### config.mk
export PLATFORM = sky130hd
export DESIGN_NAME = lupc_core
export DESIGN_NICKNAME = d
export VERILOG_FILES = /design/src/shared/lupc_pkg.sv /design/src/core/lupc_core.sv
export SDC_FILE = /design/constraint.sdc
export NUM_CORES = 1
export LEC_CHECK = 0
export BUFFER_PORTS_ARGS = -buffer_cell sky130_fd_sc_hd__buf_2
export CORE_MARGIN = 2
export CORE_UTILIZATION = 44
export CTS_CLUSTER_SIZE = 10
export DETAILED_ROUTE_END_ITERATION = 12
export PLACE_DENSITY = 0.72
export SLEW_MARGIN = 25
export SYNTH_ARGS = -nofsm -noshare
export SYNTH_HDL_FRONTEND = slang
export SYNTH_SLANG_ARGS = --single-unit
### constraint.sdc
create_clock -name clk_sys -period 2.32 [get_ports clk_sys]
set_clock_uncertainty 0.2 [all_clocks]
set_input_delay 0.58 -clock clk_sys [delete_from_list [all_inputs] [get_ports clk_sys]]
set_output_delay 0.58 -clock clk_sys [all_outputs]
set_load 0.005 [all_outputs]
### src/shared/lupc_pkg.sv
// Constants and carrier types for the LCD and UART pin configuration block
// ============================================================
package lupc_pkg;
    // ============================================================
    // Register map
    localparam logic [31:0] LCD_CONF_ADDR = 32'h4000_4054;
    localparam logic [31:0] UART_CTL_ADDR = 32'h4005_4000;
    localparam logic [8:0] LCD_CONF_MASK = 9'h1ff;
    localparam logic [11:0] UART_CTL_MASK = 12'he3f;
    localparam logic [11:0] UART_CTL_RESET = 12'h000;
    localparam logic [8:0] LCD_CONF_RESET = 9'h000;
    // ============================================================
    // Field positions
    localparam int LCD_STN_BIT = 8;
    localparam int LCD_GRP_LSB = 6;
    localparam int LCD_HCLK_BIT = 5;
    localparam int LCD_DIV_LSB = 0;
    localparam int U3_MODEM_BIT = 11;
    localparam int HDX_INV_BIT = 10;
    localparam int HDX_EN_BIT = 9;
    localparam int U6_BYP_BIT = 5;
    localparam int IR_TXINV_BIT = 4;
    localparam int IR_RXINV_BIT = 3;
    localparam int IR_RXLEN_BIT = 2;
    localparam int IR_TXLEN_BIT = 1;
    localparam int U5_USB_BIT = 0;
    // ============================================================
    // Infrared timing
    localparam int CLK_PERIOD_NS = 100;
    localparam int IR_FIX_PULSE_NS = 1627;
    localparam logic [4:0] IR_FIX_CYC = 5'(IR_FIX_PULSE_NS / CLK_PERIOD_NS);
    localparam logic [4:0] IR_FIX_MIN = IR_FIX_CYC >> 1;
    localparam logic [4:0] IR_SEL_TICKS = 5'h03;
    localparam logic [3:0] IR_BIT_TICKS_M1 = 4'hf;
    localparam logic [4:0] ZERO5 = 5'h00;
    localparam logic [4:0] ONE5 = 5'h01;
    // ============================================================
    // Types
    typedef enum logic [2:0] {
        LUPC_TFT_12 = 3'b000,
        LUPC_TFT_565 = 3'b001,
        LUPC_TFT_1555 = 3'b010,
        LUPC_TFT_24 = 3'b011,
        LUPC_STN_4 = 3'b100,
        LUPC_STN_8 = 3'b101,
        LUPC_STN_D4 = 3'b110,
        LUPC_STN_D8 = 3'b111
    } lupc_lcd_mode_t;
    typedef struct packed {
        lupc_lcd_mode_t mode;
        logic [4:0] pin_count;
        logic bus_clk_en;
        logic [4:0] prescale;
    } lupc_lcd_out_t;
    typedef struct packed {
        logic dtr;
        logic rts;
        logic dsr;
        logic cts;
        logic dcd;
        logic ri;
    } lupc_modem_t;
endpackage : lupc_pkg

### src/core/lupc_core.sv
// LCD and UART pin configuration registers with routing and infrared logic
//
// Register access over APB was left to the implementer.
`timescale 1ns/10ps
module lupc_core (
    input wire logic clk_sys,
    input wire logic rst_n,
    input wire logic psel,
    input wire logic penable,
    input wire logic pwrite,
    input wire logic [31:0] paddr,
    input wire logic [31:0] pwdata,
    output logic [31:0] prdata,
    output logic pready,
    output logic pslverr,
    output lupc_pkg::lupc_lcd_out_t lcd_out,
    output logic lcd_pin_override,
    output logic lcd_bus_clk,
    input wire logic panel_src_tick,
    output logic panel_clk_tick,
    input wire lupc_pkg::lupc_modem_t u3_core_modem,
    input wire lupc_pkg::lupc_modem_t u3_pin_modem,
    output lupc_pkg::lupc_modem_t u3_to_core,
    output lupc_pkg::lupc_modem_t u3_to_pin,
    output logic u3_modem_oe_n,
    input wire logic u6_txd,
    input wire logic u6_baud16_tick,
    input wire logic u6_ir_rx_pin,
    output logic u6_ir_tx_pin,
    output logic u6_rxd,
    input wire logic u5_txd,
    input wire logic u5_receive_pin,
    input wire logic usb_dm_in,
    output logic u5_transmit_pin,
    output logic u5_rxd,
    output logic usb_dp_out,
    output logic usb_dp_oe_n
);
    // ============================================================
    // Register file
    logic [8:0] lcd_reg;
    logic [11:0] uart_reg;
    logic [31:0] prdata_reg;
    logic hit_lcd;
    logic hit_uart;
    logic wr_stb;

    assign hit_lcd = (paddr == lupc_pkg::LCD_CONF_ADDR);
    assign hit_uart = (paddr == lupc_pkg::UART_CTL_ADDR);
    assign wr_stb = psel & penable & pwrite;
    assign pready = 1'b1;
    assign pslverr = psel & penable & ~(hit_lcd | hit_uart);
    assign prdata = prdata_reg;

    always_ff @(posedge clk_sys or negedge rst_n) begin
        if (!rst_n) begin
            lcd_reg <= lupc_pkg::LCD_CONF_RESET;
        end else if (wr_stb && hit_lcd) begin
            lcd_reg <= pwdata[8:0] & lupc_pkg::LCD_CONF_MASK;
        end
    end

    always_ff @(posedge clk_sys or negedge rst_n) begin
        if (!rst_n) begin
            uart_reg <= lupc_pkg::UART_CTL_RESET;
        end else if (wr_stb && hit_uart) begin
            uart_reg <= pwdata[11:0] & lupc_pkg::UART_CTL_MASK;
        end
    end

    // Read data latched in the setup cycle, reserved bits read zero
    always_ff @(posedge clk_sys or negedge rst_n) begin
        if (!rst_n) begin
            prdata_reg <= 32'h0000_0000;
        end else if (psel && !penable) begin
            if (hit_lcd) begin
                prdata_reg <= {23'h000000, lcd_reg};
            end else if (hit_uart) begin
                prdata_reg <= {20'h00000, uart_reg};
            end else begin
                prdata_reg <= 32'h0000_0000;
            end
        end
    end

    // ============================================================
    // LCD pin group decode
    function automatic logic [4:0] pin_count_f(input logic [2:0] m);
        logic [4:0] c;
        c = 5'h00;
        case (m)
            3'b000: c = 5'h12;
            3'b001: c = 5'h16;
            3'b010: c = 5'h18;
            3'b011: c = 5'h1e;
            3'b100: c = 5'h0a;
            3'b101: c = 5'h0e;
            3'b110: c = 5'h0e;
            3'b111: c = 5'h16;
            default: c = 5'h00;
        endcase
        return c;
    endfunction : pin_count_f

    logic [2:0] mode_sel;
    logic hclk_gate_reg;
    assign mode_sel = lcd_reg[lupc_pkg::LCD_STN_BIT:lupc_pkg::LCD_GRP_LSB];

    always_ff @(posedge clk_sys or negedge rst_n) begin
        if (!rst_n) begin
            lcd_out <= '0;
            lcd_pin_override <= 1'b0;
        end else begin
            lcd_out.mode <= lupc_pkg::lupc_lcd_mode_t'(mode_sel);
            lcd_out.pin_count <= pin_count_f(mode_sel);
            lcd_out.bus_clk_en <= lcd_reg[lupc_pkg::LCD_HCLK_BIT];
            lcd_out.prescale <= lcd_reg[lupc_pkg::LCD_DIV_LSB +: 5];
            lcd_pin_override <= 1'b1;
        end
    end

    // Gate enable changes while the clock is low, so no glitch
    always_ff @(negedge clk_sys or negedge rst_n) begin
        if (!rst_n) begin
            hclk_gate_reg <= 1'b0;
        end else begin
            hclk_gate_reg <= lcd_out.bus_clk_en;
        end
    end
    assign lcd_bus_clk = clk_sys & hclk_gate_reg;

    // ============================================================
    // Panel clock prescaler
    logic [4:0] div_cnt_reg;
    logic div_wrap;
    assign div_wrap = (div_cnt_reg >= lcd_out.prescale);

    always_ff @(posedge clk_sys or negedge rst_n) begin
        if (!rst_n) begin
            div_cnt_reg <= lupc_pkg::ZERO5;
            panel_clk_tick <= 1'b0;
        end else begin
            panel_clk_tick <= panel_src_tick & div_wrap;
            if (panel_src_tick) begin
                div_cnt_reg <= div_wrap ? lupc_pkg::ZERO5
                                        : div_cnt_reg + lupc_pkg::ONE5;
            end
        end
    end

    // ============================================================
    // UART3 modem pins
    localparam lupc_pkg::lupc_modem_t MODEM_IDLE = '1;
    always_ff @(posedge clk_sys or negedge rst_n) begin
        if (!rst_n) begin
            u3_to_core <= MODEM_IDLE;
            u3_to_pin <= MODEM_IDLE;
            u3_modem_oe_n <= 1'b1;
        end else if (uart_reg[lupc_pkg::U3_MODEM_BIT]) begin
            u3_to_core <= u3_pin_modem;
            u3_to_pin <= u3_core_modem;
            u3_modem_oe_n <= 1'b0;
        end else begin
            u3_to_core <= MODEM_IDLE;
            u3_to_pin <= MODEM_IDLE;
            u3_modem_oe_n <= 1'b1;
        end
    end

    // ============================================================
    // UART6 infrared receive conditioning
    logic ir_rx_cond;
    logic ir_rx_lvl;
    assign ir_rx_lvl = u6_ir_rx_pin ^ uart_reg[lupc_pkg::IR_RXINV_BIT]
                       ^ uart_reg[lupc_pkg::HDX_INV_BIT];
    assign ir_rx_cond = (uart_reg[lupc_pkg::HDX_EN_BIT] & ~u6_txd)
                        ? 1'b1 : ir_rx_lvl;

    // Demodulator: a low pulse of enough width gives one low bit
    logic [4:0] rx_wid_reg;
    logic [4:0] rx_hold_reg;
    logic rx_accept;
    logic [4:0] rx_min;
    logic rx_step;
    assign rx_min = uart_reg[lupc_pkg::IR_RXLEN_BIT] ? lupc_pkg::IR_FIX_MIN
                                                     : lupc_pkg::ONE5;
    assign rx_step = uart_reg[lupc_pkg::IR_RXLEN_BIT] ? 1'b1
                                                      : u6_baud16_tick;
    assign rx_accept = (rx_wid_reg == rx_min);

    always_ff @(posedge clk_sys or negedge rst_n) begin
        if (!rst_n) begin
            rx_wid_reg <= lupc_pkg::ZERO5;
        end else if (ir_rx_cond) begin
            rx_wid_reg <= lupc_pkg::ZERO5;
        end else if (rx_step && !rx_accept) begin
            rx_wid_reg <= rx_wid_reg + lupc_pkg::ONE5;
        end
    end

    always_ff @(posedge clk_sys or negedge rst_n) begin
        if (!rst_n) begin
            rx_hold_reg <= lupc_pkg::ZERO5;
        end else if (rx_accept && rx_step && !ir_rx_cond
                     && rx_hold_reg == lupc_pkg::ZERO5) begin
            rx_hold_reg <= {1'b0, lupc_pkg::IR_BIT_TICKS_M1};
        end else if (u6_baud16_tick && rx_hold_reg != lupc_pkg::ZERO5) begin
            rx_hold_reg <= rx_hold_reg - lupc_pkg::ONE5;
        end
    end

    always_ff @(posedge clk_sys or negedge rst_n) begin
        if (!rst_n) begin
            u6_rxd <= 1'b1;
        end else if (uart_reg[lupc_pkg::U6_BYP_BIT]) begin
            u6_rxd <= ir_rx_cond;
        end else begin
            u6_rxd <= (rx_hold_reg == lupc_pkg::ZERO5);
        end
    end

    // ============================================================
    // UART6 infrared modulator
    logic [3:0] tx_phase_reg;
    logic txd_d_reg;
    logic [4:0] tx_pulse_reg;
    logic tx_start;
    logic tx_step;
    assign tx_start = u6_baud16_tick & ~u6_txd
                      & (tx_phase_reg == 4'h0);
    assign tx_step = uart_reg[lupc_pkg::IR_TXLEN_BIT] ? 1'b1
                                                      : u6_baud16_tick;

    always_ff @(posedge clk_sys or negedge rst_n) begin
        if (!rst_n) begin
            txd_d_reg <= 1'b1;
            tx_phase_reg <= 4'h0;
        end else begin
            txd_d_reg <= u6_txd;
            if (u6_txd != txd_d_reg) begin
                tx_phase_reg <= 4'h0;
            end else if (u6_baud16_tick) begin
                tx_phase_reg <= tx_phase_reg + 4'h1;
            end
        end
    end

    always_ff @(posedge clk_sys or negedge rst_n) begin
        if (!rst_n) begin
            tx_pulse_reg <= lupc_pkg::ZERO5;
        end else if (tx_start && tx_pulse_reg == lupc_pkg::ZERO5) begin
            tx_pulse_reg <= uart_reg[lupc_pkg::IR_TXLEN_BIT]
                            ? lupc_pkg::IR_FIX_CYC
                            : lupc_pkg::IR_SEL_TICKS;
        end else if (tx_step && tx_pulse_reg != lupc_pkg::ZERO5) begin
            tx_pulse_reg <= tx_pulse_reg - lupc_pkg::ONE5;
        end
    end

    always_ff @(posedge clk_sys or negedge rst_n) begin
        if (!rst_n) begin
            u6_ir_tx_pin <= 1'b0;
        end else if (uart_reg[lupc_pkg::U6_BYP_BIT]) begin
            u6_ir_tx_pin <= u6_txd
                            ^ uart_reg[lupc_pkg::IR_TXINV_BIT];
        end else begin
            u6_ir_tx_pin <= (tx_pulse_reg != lupc_pkg::ZERO5)
                            ^ uart_reg[lupc_pkg::IR_TXINV_BIT];
        end
    end

    // ============================================================
    // UART5 routing to USB pins
    always_ff @(posedge clk_sys or negedge rst_n) begin
        if (!rst_n) begin
            u5_transmit_pin <= 1'b1;
            u5_rxd <= 1'b1;
            usb_dp_out <= 1'b1;
            usb_dp_oe_n <= 1'b1;
        end else begin
            u5_transmit_pin <= u5_txd;
            usb_dp_out <= u5_txd;
            usb_dp_oe_n <= ~uart_reg[lupc_pkg::U5_USB_BIT];
            u5_rxd <= uart_reg[lupc_pkg::U5_USB_BIT]
                      ? (u5_receive_pin & usb_dm_in) : u5_receive_pin;
        end
    end

    // ============================================================
    // Assertions
    property p_lcd_mode;
        @(posedge clk_sys) disable iff (!rst_n)
        (wr_stb && hit_lcd) |=> ##1
        (lcd_out.mode == lupc_pkg::lupc_lcd_mode_t'($past(pwdata[8:6], 2)));
    endproperty
    a_lcd_mode: assert property (p_lcd_mode)
        else $error("lcd mode does not follow write");

    property p_pin_count;
        @(posedge clk_sys) disable iff (!rst_n)
        lcd_out.mode == lupc_pkg::LUPC_TFT_24 |-> lcd_out.pin_count == 5'h1e;
    endproperty
    a_pin_count: assert property (p_pin_count)
        else $error("tft 24-bit pin count wrong");

    property p_stn_count;
        @(posedge clk_sys) disable iff (!rst_n)
        lcd_out.mode == lupc_pkg::LUPC_STN_4 |-> lcd_out.pin_count == 5'h0a;
    endproperty
    a_stn_count: assert property (p_stn_count)
        else $error("stn 4-bit pin count wrong");

    property p_div;
        @(posedge clk_sys) disable iff (!rst_n)
        (panel_src_tick && lcd_out.prescale == 5'h00 && $stable(lcd_out))
        |=> panel_clk_tick;
    endproperty
    a_div: assert property (p_div)
        else $error("divide by one missed a tick");

    property p_modem;
        @(posedge clk_sys) disable iff (!rst_n)
        !uart_reg[lupc_pkg::U3_MODEM_BIT] |=> u3_modem_oe_n
        && u3_to_core == MODEM_IDLE;
    endproperty
    a_modem: assert property (p_modem)
        else $error("modem pins connected while disabled");

    property p_mask;
        @(posedge clk_sys) disable iff (!rst_n)
        (uart_reg[lupc_pkg::U6_BYP_BIT] && uart_reg[lupc_pkg::HDX_EN_BIT]
         && !u6_txd) |=> u6_rxd;
    endproperty
    a_mask: assert property (p_mask)
        else $error("receive not masked during transmit");

    property p_rx_inv;
        @(posedge clk_sys) disable iff (!rst_n)
        (uart_reg[lupc_pkg::U6_BYP_BIT] && !uart_reg[lupc_pkg::HDX_EN_BIT])
        |=> u6_rxd == ($past(u6_ir_rx_pin) ^ $past(uart_reg[3])
                       ^ $past(uart_reg[10]));
    endproperty
    a_rx_inv: assert property (p_rx_inv)
        else $error("receive inversion wrong");

    property p_tx_len;
        @(posedge clk_sys) disable iff (!rst_n)
        (tx_start && tx_pulse_reg == 5'h00 && uart_reg[1])
        |=> tx_pulse_reg == lupc_pkg::IR_FIX_CYC;
    endproperty
    a_tx_len: assert property (p_tx_len)
        else $error("fixed transmit pulse length wrong");

    property p_usb;
        @(posedge clk_sys) disable iff (!rst_n)
        (wr_stb && hit_uart) |=> ##1 usb_dp_oe_n == !$past(pwdata[0], 2);
    endproperty
    a_usb: assert property (p_usb)
        else $error("usb routing does not follow write");

    property p_err;
        @(posedge clk_sys) disable iff (!rst_n)
        (psel && penable && !hit_lcd && !hit_uart) |-> pslverr
        ##1 ($stable(lcd_reg) && $stable(uart_reg));
    endproperty
    a_err: assert property (p_err)
        else $error("unmapped access not refused");

    c_stn: cover property (@(posedge clk_sys) lcd_out.mode[2]);
    c_modem: cover property (@(posedge clk_sys) !u3_modem_oe_n);
    c_irtx: cover property (@(posedge clk_sys) tx_pulse_reg != 5'h00);
    c_usb: cover property (@(posedge clk_sys) !usb_dp_oe_n);
endmodule : lupc_core

==> Yosys cells after proc, flatten, opt, wreduce, memory -nomap -nowiden <==
Memories as Yosys holds them, arrays and structs flattened. A register that Yosys moved wholly into a read port is not among the register bits.
Cells that the tools add are included.
{ "word_totals": {"reg_bits": 110, "rom_bits": 32, "input_bits": 88, "out_inout_bits": 70, "elab_cells": 107, "mem_count": 1} }
{ "memory_table": {"columns": ["name", "depth", "width", "read_ports", "rd_ports_with_merged_regs", "write_ports", "line", "rtl"], "rows": [
  ["(name not given)", 8, 4, 1, 1, 0, "lupc_core.sv:91", "case (m)"]
]} }
{ "classes": {"addsub": 5, "n_lt_le_gt_ge": 1, "eq_ne": 4, "mux": 22, "bitwise": 17, "n_reduce_logical": 23} }
{ "ops": {"columns": ["operator", "n"], "rows": [
  ["equality test 32 x 31 -> 1 bit (second input constant)", 2],
  ["two-way mux 5 bit", 8],
  ["two-way mux 32 bit", 1],
  ["two-way mux 12 bit", 1],
  ["two-way mux 4 bit", 3],
  ["two-way mux 6 bit", 2],
  ["adder 5 x 1 -> 5 bit (second input constant)", 2],
  ["logical AND 1 bit", 10],
  ["logical NOT 5 bit", 2],
  ["nonzero test 5 bit", 2],
  ["subtractor 5 x 1 -> 5 bit (second input constant)", 2],
  ["bitwise AND 1 bit", 9],
  ["nonzero test 2 bit", 4],
  ["two-way mux 1 bit", 7],
  ["equality test 5 x 4 -> 1 bit", 1],
  ["greater-or-equal comparator 5 bit", 1],
  ["adder 4 x 1 -> 4 bit (second input constant)", 1],
  ["logical NOT 1 bit", 4],
  ["logical NOT 4 bit", 1],
  ["bitwise XOR 1 bit", 4],
  ["NOT 1 bit", 3],
  ["!= test 1 bit", 1],
  ["OR 1 bit", 1]
]} }

==> Longest topological paths before layout <==
{ "depth": {"word_depth": 7, "mapped_depth": 7, "mapped_depth_nobuf": 6} }

==> report_table.html <==
<table>
<tr><th>Metric</th><th>Value</th></tr>
<tr><th colspan="2">Critical path</th></tr>
<tr><td>Kind of start point of the critical path</td><td>flip-flop</td></tr>
<tr><td>Depth of the most critical reg-to-reg path</td><td>6</td></tr>
<tr><td>Worst setup path category</td><td>flip-flop to output port</td></tr>
<tr><td>Arrival time at the worst endpoint</td><td>around 2200 ps</td></tr>
<tr><td>Setup slack, reg-to-reg</td><td>between 200 and 250 ps</td></tr>
<tr><td>Req. time, crit path</td><td>about 1500 ps</td></tr>
<tr><td>Startpoint of the most critical register-to-register path</td><td>tx_pulse_reg[0]$_DFFE_PN0P_</td></tr>
<tr><td>Kind of end point of the critical path</td><td>output port</td></tr>
<tr><td>Largest fanout on the critical path</td><td>1</td></tr>
<tr><td>Worst flop-to-flop path endpoint</td><td>tx_pulse_reg[0]$_DFFE_PN0P_</td></tr>
<tr><th colspan="2">GRT</th></tr>
<tr><td>Routing usage on met1</td><td>0.224</td></tr>
<tr><td>Aggregate global-route resource usage</td><td>0.184</td></tr>
<tr><td>Grt ovf</td><td>0</td></tr>
<tr><td>Fraction of met2 tracks used by global routing</td><td>0.311</td></tr>
<tr><td>Global-route layer with the greatest usage</td><td>met2</td></tr>
<tr><td>Pin count of the biggest net entering global routing</td><td>between 80 and 90</td></tr>
<tr><td>Number of global-route vias before repair</td><td>approximately 3k</td></tr>
<tr><td>Initial antenna violation count</td><td>0</td></tr>
<tr><td>Wire length of the first global-routing pass</td><td>approximately 14,000 um</td></tr>
<tr><td>Met3 global-route usage</td><td>0.0583</td></tr>
<tr><th colspan="2">Yosys</th></tr>
<tr><td>Dominant cell type by area after synthesis</td><td>sky130_fd_sc_hd__dfrtp_1</td></tr>
<tr><td>Top post-synthesis cells by count</td><td>70 x sky130_fd_sc_hd__dfrtp_1, 24 x sky130_fd_sc_hd__nand2_1, 23 x sky130_fd_sc_hd__buf_4, 20 x sky130_fd_sc_hd__inv_1</td></tr>
<tr><td>Most common cell in the netlist</td><td>sky130_fd_sc_hd__dfrtp_1</td></tr>
<tr><td>Cells taking the most area after synthesis</td><td>sky130_fd_sc_hd__dfrtp_1 44%, sky130_fd_sc_hd__dfstp_2 12%, sky130_fd_sc_hd__mux2_2 5.0%</td></tr>
<tr><td>Mean area per synthesized cell</td><td>11.6 um^2</td></tr>
<tr><td>Portion of the post-synthesis area used by sequential elements</td><td>0.560</td></tr>
<tr><td>Post-synth top area share</td><td>0.436</td></tr>
<tr><td>Post-synth cell types</td><td>between 50 and 60</td></tr>
<tr><td>Number of warning messages in the yosys log</td><td>0</td></tr>
<tr><td>Cell Area, Synth</td><td>around 4000 um^2</td></tr>
<tr><td>Synthesized instance count</td><td>between 300 and 400</td></tr>
<tr><td>Flip-flop and latch count after synthesis</td><td>slightly below 90</td></tr>
<tr><td>Commonest register cell after synthesis</td><td>sky130_fd_sc_hd__dfrtp_1</td></tr>
<tr><td>Post-synth EDFFs</td><td>0</td></tr>
<tr><td>Share of flip-flops with an asynchronous set or reset after synthesis</td><td>1.00</td></tr>
<tr><th colspan="2">STA</th></tr>
<tr><td>Final count of hold timing violations</td><td>21</td></tr>
<tr><td>Relative slew slack</td><td>0.625</td></tr>
<tr><td>RSZ-0062 raised after global routing</td><td>true</td></tr>
<tr><td>Final Setup Violations</td><td>3</td></tr>
<tr><td>Post-route worst setup slack</td><td>-666 ps</td></tr>
<tr><td>Max Transition Viols Final</td><td>0</td></tr>
<tr><td>Transition time at the pin with the least slew margin</td><td>approximately 560 ps</td></tr>
<tr><td>Post-route worst hold slack</td><td>-26.7 ps</td></tr>
<tr><th colspan="2">Cells and area</th></tr>
<tr><td>Max reg flops</td><td>13</td></tr>
<tr><td>Area added between synthesis and finish</td><td>27.8%</td></tr>
<tr><td>Antenna diode count</td><td>0</td></tr>
<tr><td>Filler cells</td><td>~740</td></tr>
<tr><td>Total number of nets in the final design</td><td>578</td></tr>
<tr><td>Share of post-route cells with drive strength above 1</td><td>0.421</td></tr>
<tr><td>Post-layout utilization of the core</td><td>0.585</td></tr>
<tr><th colspan="2">Place</th></tr>
<tr><td>Placer Congestion</td><td>a little under 0.8</td></tr>
<tr><td># port buffers</td><td>115</td></tr>
<tr><td>Detailed placement HPWL</td><td>6400 um</td></tr>
<tr><th colspan="2">Drt</th></tr>
<tr><td>Vias</td><td>just over 3k</td></tr>
<tr><td>Total length of routed wires</td><td>around 8800 um</td></tr>
<tr><td>Avg WL per Cell</td><td>around 15 um</td></tr>
<tr><td>Detail Route Antenna Nets</td><td>0</td></tr>
<tr><td>Number of iterations in the first detailed-routing pass</td><td>4</td></tr>
<tr><td>DRC violations left</td><td>0</td></tr>
<tr><td>Number of vias per cell</td><td>5.11</td></tr>
<tr><td>Detailed Route Iter0 Violations</td><td>approximately 140</td></tr>
<tr><th colspan="2">Pwr</th></tr>
<tr><td>Worst ir drop on vdd</td><td>between 0.0005 and 0.0006 V</td></tr>
<tr><td>Power per standard cell area</td><td>between 600 and 700 nW/um^2</td></tr>
<tr><td>Post-layout total power</td><td>roughly 0.0034 W</td></tr>
<tr><td>Leak</td><td>2.54 nW</td></tr>
<tr><th colspan="2">Floorplanning</th></tr>
<tr><td>Core Footprint</td><td>8760 um^2</td></tr>
<tr><td>Total number of placement rows</td><td>34</td></tr>
<tr><td>Initial core utilization</td><td>0.458</td></tr>
<tr><td>Die height</td><td>about 100 um</td></tr>
<tr><td>Ports placed on the boundary</td><td>approximately 160</td></tr>
<tr><td>Floorplan die area</td><td>9900 um^2</td></tr>
<tr><td>Overall die width</td><td>~100 um</td></tr>
<tr><th colspan="2">CTS</th></tr>
<tr><td>Clock network latency to the later pin of the worst-skew pair</td><td>460 ps</td></tr>
<tr><td>CTS clk-pin slew, worst paths</td><td>~100 ps</td></tr>
<tr><td>TritonCTS clock tree</td><td>yes</td></tr>
<tr><th colspan="2">Run</th></tr>
<tr><td>Number of violations of the max-capacitance limit</td><td>0</td></tr>
<tr><th colspan="2">Hold path</th></tr>
<tr><td>Class of the tightest hold or removal check</td><td>input port to async pin</td></tr>
<tr><th colspan="2">Outcome</th></tr>
<tr><td>Violated checks</td><td>hold timing, setup timing</td></tr>
<tr><td>Outcome</td><td>finished with violations</td></tr>
</table>
==> metal layers <==
layer / part of all wire / vias to the layer above
met5: 0 / -
met4: 0.011 / 0
met3: 0.063 / 11
met2: 0.51 / 101
met1: 0.41 / 1484
li1: - / 1430
==> repair_timing <==
action                                 CTS  global route
gates resized for setup                 15            10
pin swaps                                9             3
hold buffers                             1             0
setup buffers                            4             3
setup endpoints to repair                3            21
cloned                                   0             1
endpoints found under the hold margin    1             0
==> kinds of logic (layout without fill, tap and decap cells) <==
group | after synthesis | in the layout | share of synthesized area
other | 2 | 23 | 0.00187
and+or+nand+nor | 105 | 105 | 0.147
DFF | 89 | 89 | 0.560
buffers and inverters | 54 | 171 | 0.0726
xor gates and xnor gates | 11 | 11 | 0.0277
muxes | 21 | 21 | 0.0580
adders and majority gates | 11 | 11 | 0.0343
AOI/OAI and AO/OA | 53 | 53 | 0.0979
==> placed cells by master, fill, tap and decap left out, drive strengths merged, types with 11 or more instances in the layout <==
cell and instances:
ha 11, nand2 24, mux2 18, conb 23
clkbuf 14, inv 23, buf 131, dfrtp 70
nor2 13, dfstp 18, nand2b 14
==> cell type report <==
cell class              count  area [um^2]  area share
multi-input cells         224         1670       0.325
well taps                 108          135      0.0263
clock buffers              15          209      0.0407
clock inverters             5         43.8     0.00854
flip-flops and latches     89         2250       0.439
inverters                  20         75.1      0.0146
repair buffers            131          752       0.147
==> worst max path at each step <==
stage / end / depth (start not counted) / from / slack, ps
after detailed placement: pslverr / 6 / paddr[20] / -180
after floorplan: lcd_bus_clk / 1 / hclk_gate_reg$_DFF_NN0_ / -90
after global routing: lcd_bus_clk / 2 / hclk_gate_reg$_DFF_NN0_ / -710
after CTS: lcd_bus_clk / 2 / hclk_gate_reg$_DFF_NN0_ / -690
after global placement: pslverr / 6 / paddr[20] / -200
final: lcd_bus_clk / 2 / hclk_gate_reg$_DFF_NN0_ / -670
==> per-stage QoR <==
step           std cells  setup TNS (ps)  cell area [um^2]  worst slack (ps)
6_report             592            -893              5130              -666
5_1_grt              592           -1010              5130              -710
4_1_cts              591           -1270              5100              -694
3_5_place_dp         567           -3290              4720              -184
3_3_place_gp         567           -2860              4720              -198
2_1_floorplan        367            -171              4120             -94.6
==> critical path, cell delays in order (launching register included) <==
cell and delay (ps):
sky130_fd_sc_hd__dfrtn_1 380, sky130_fd_sc_hd__and2_1 110, sky130_fd_sc_hd__buf_2 110
==> power by group <==
part | switching (W) | internal (W)
clock network | 0.000584 | 0.000609
logic | 0.000242 | 0.000227
registers | 0.0000811 | 0.00166
Note: power is estimated with default switching activity, not from simulation.
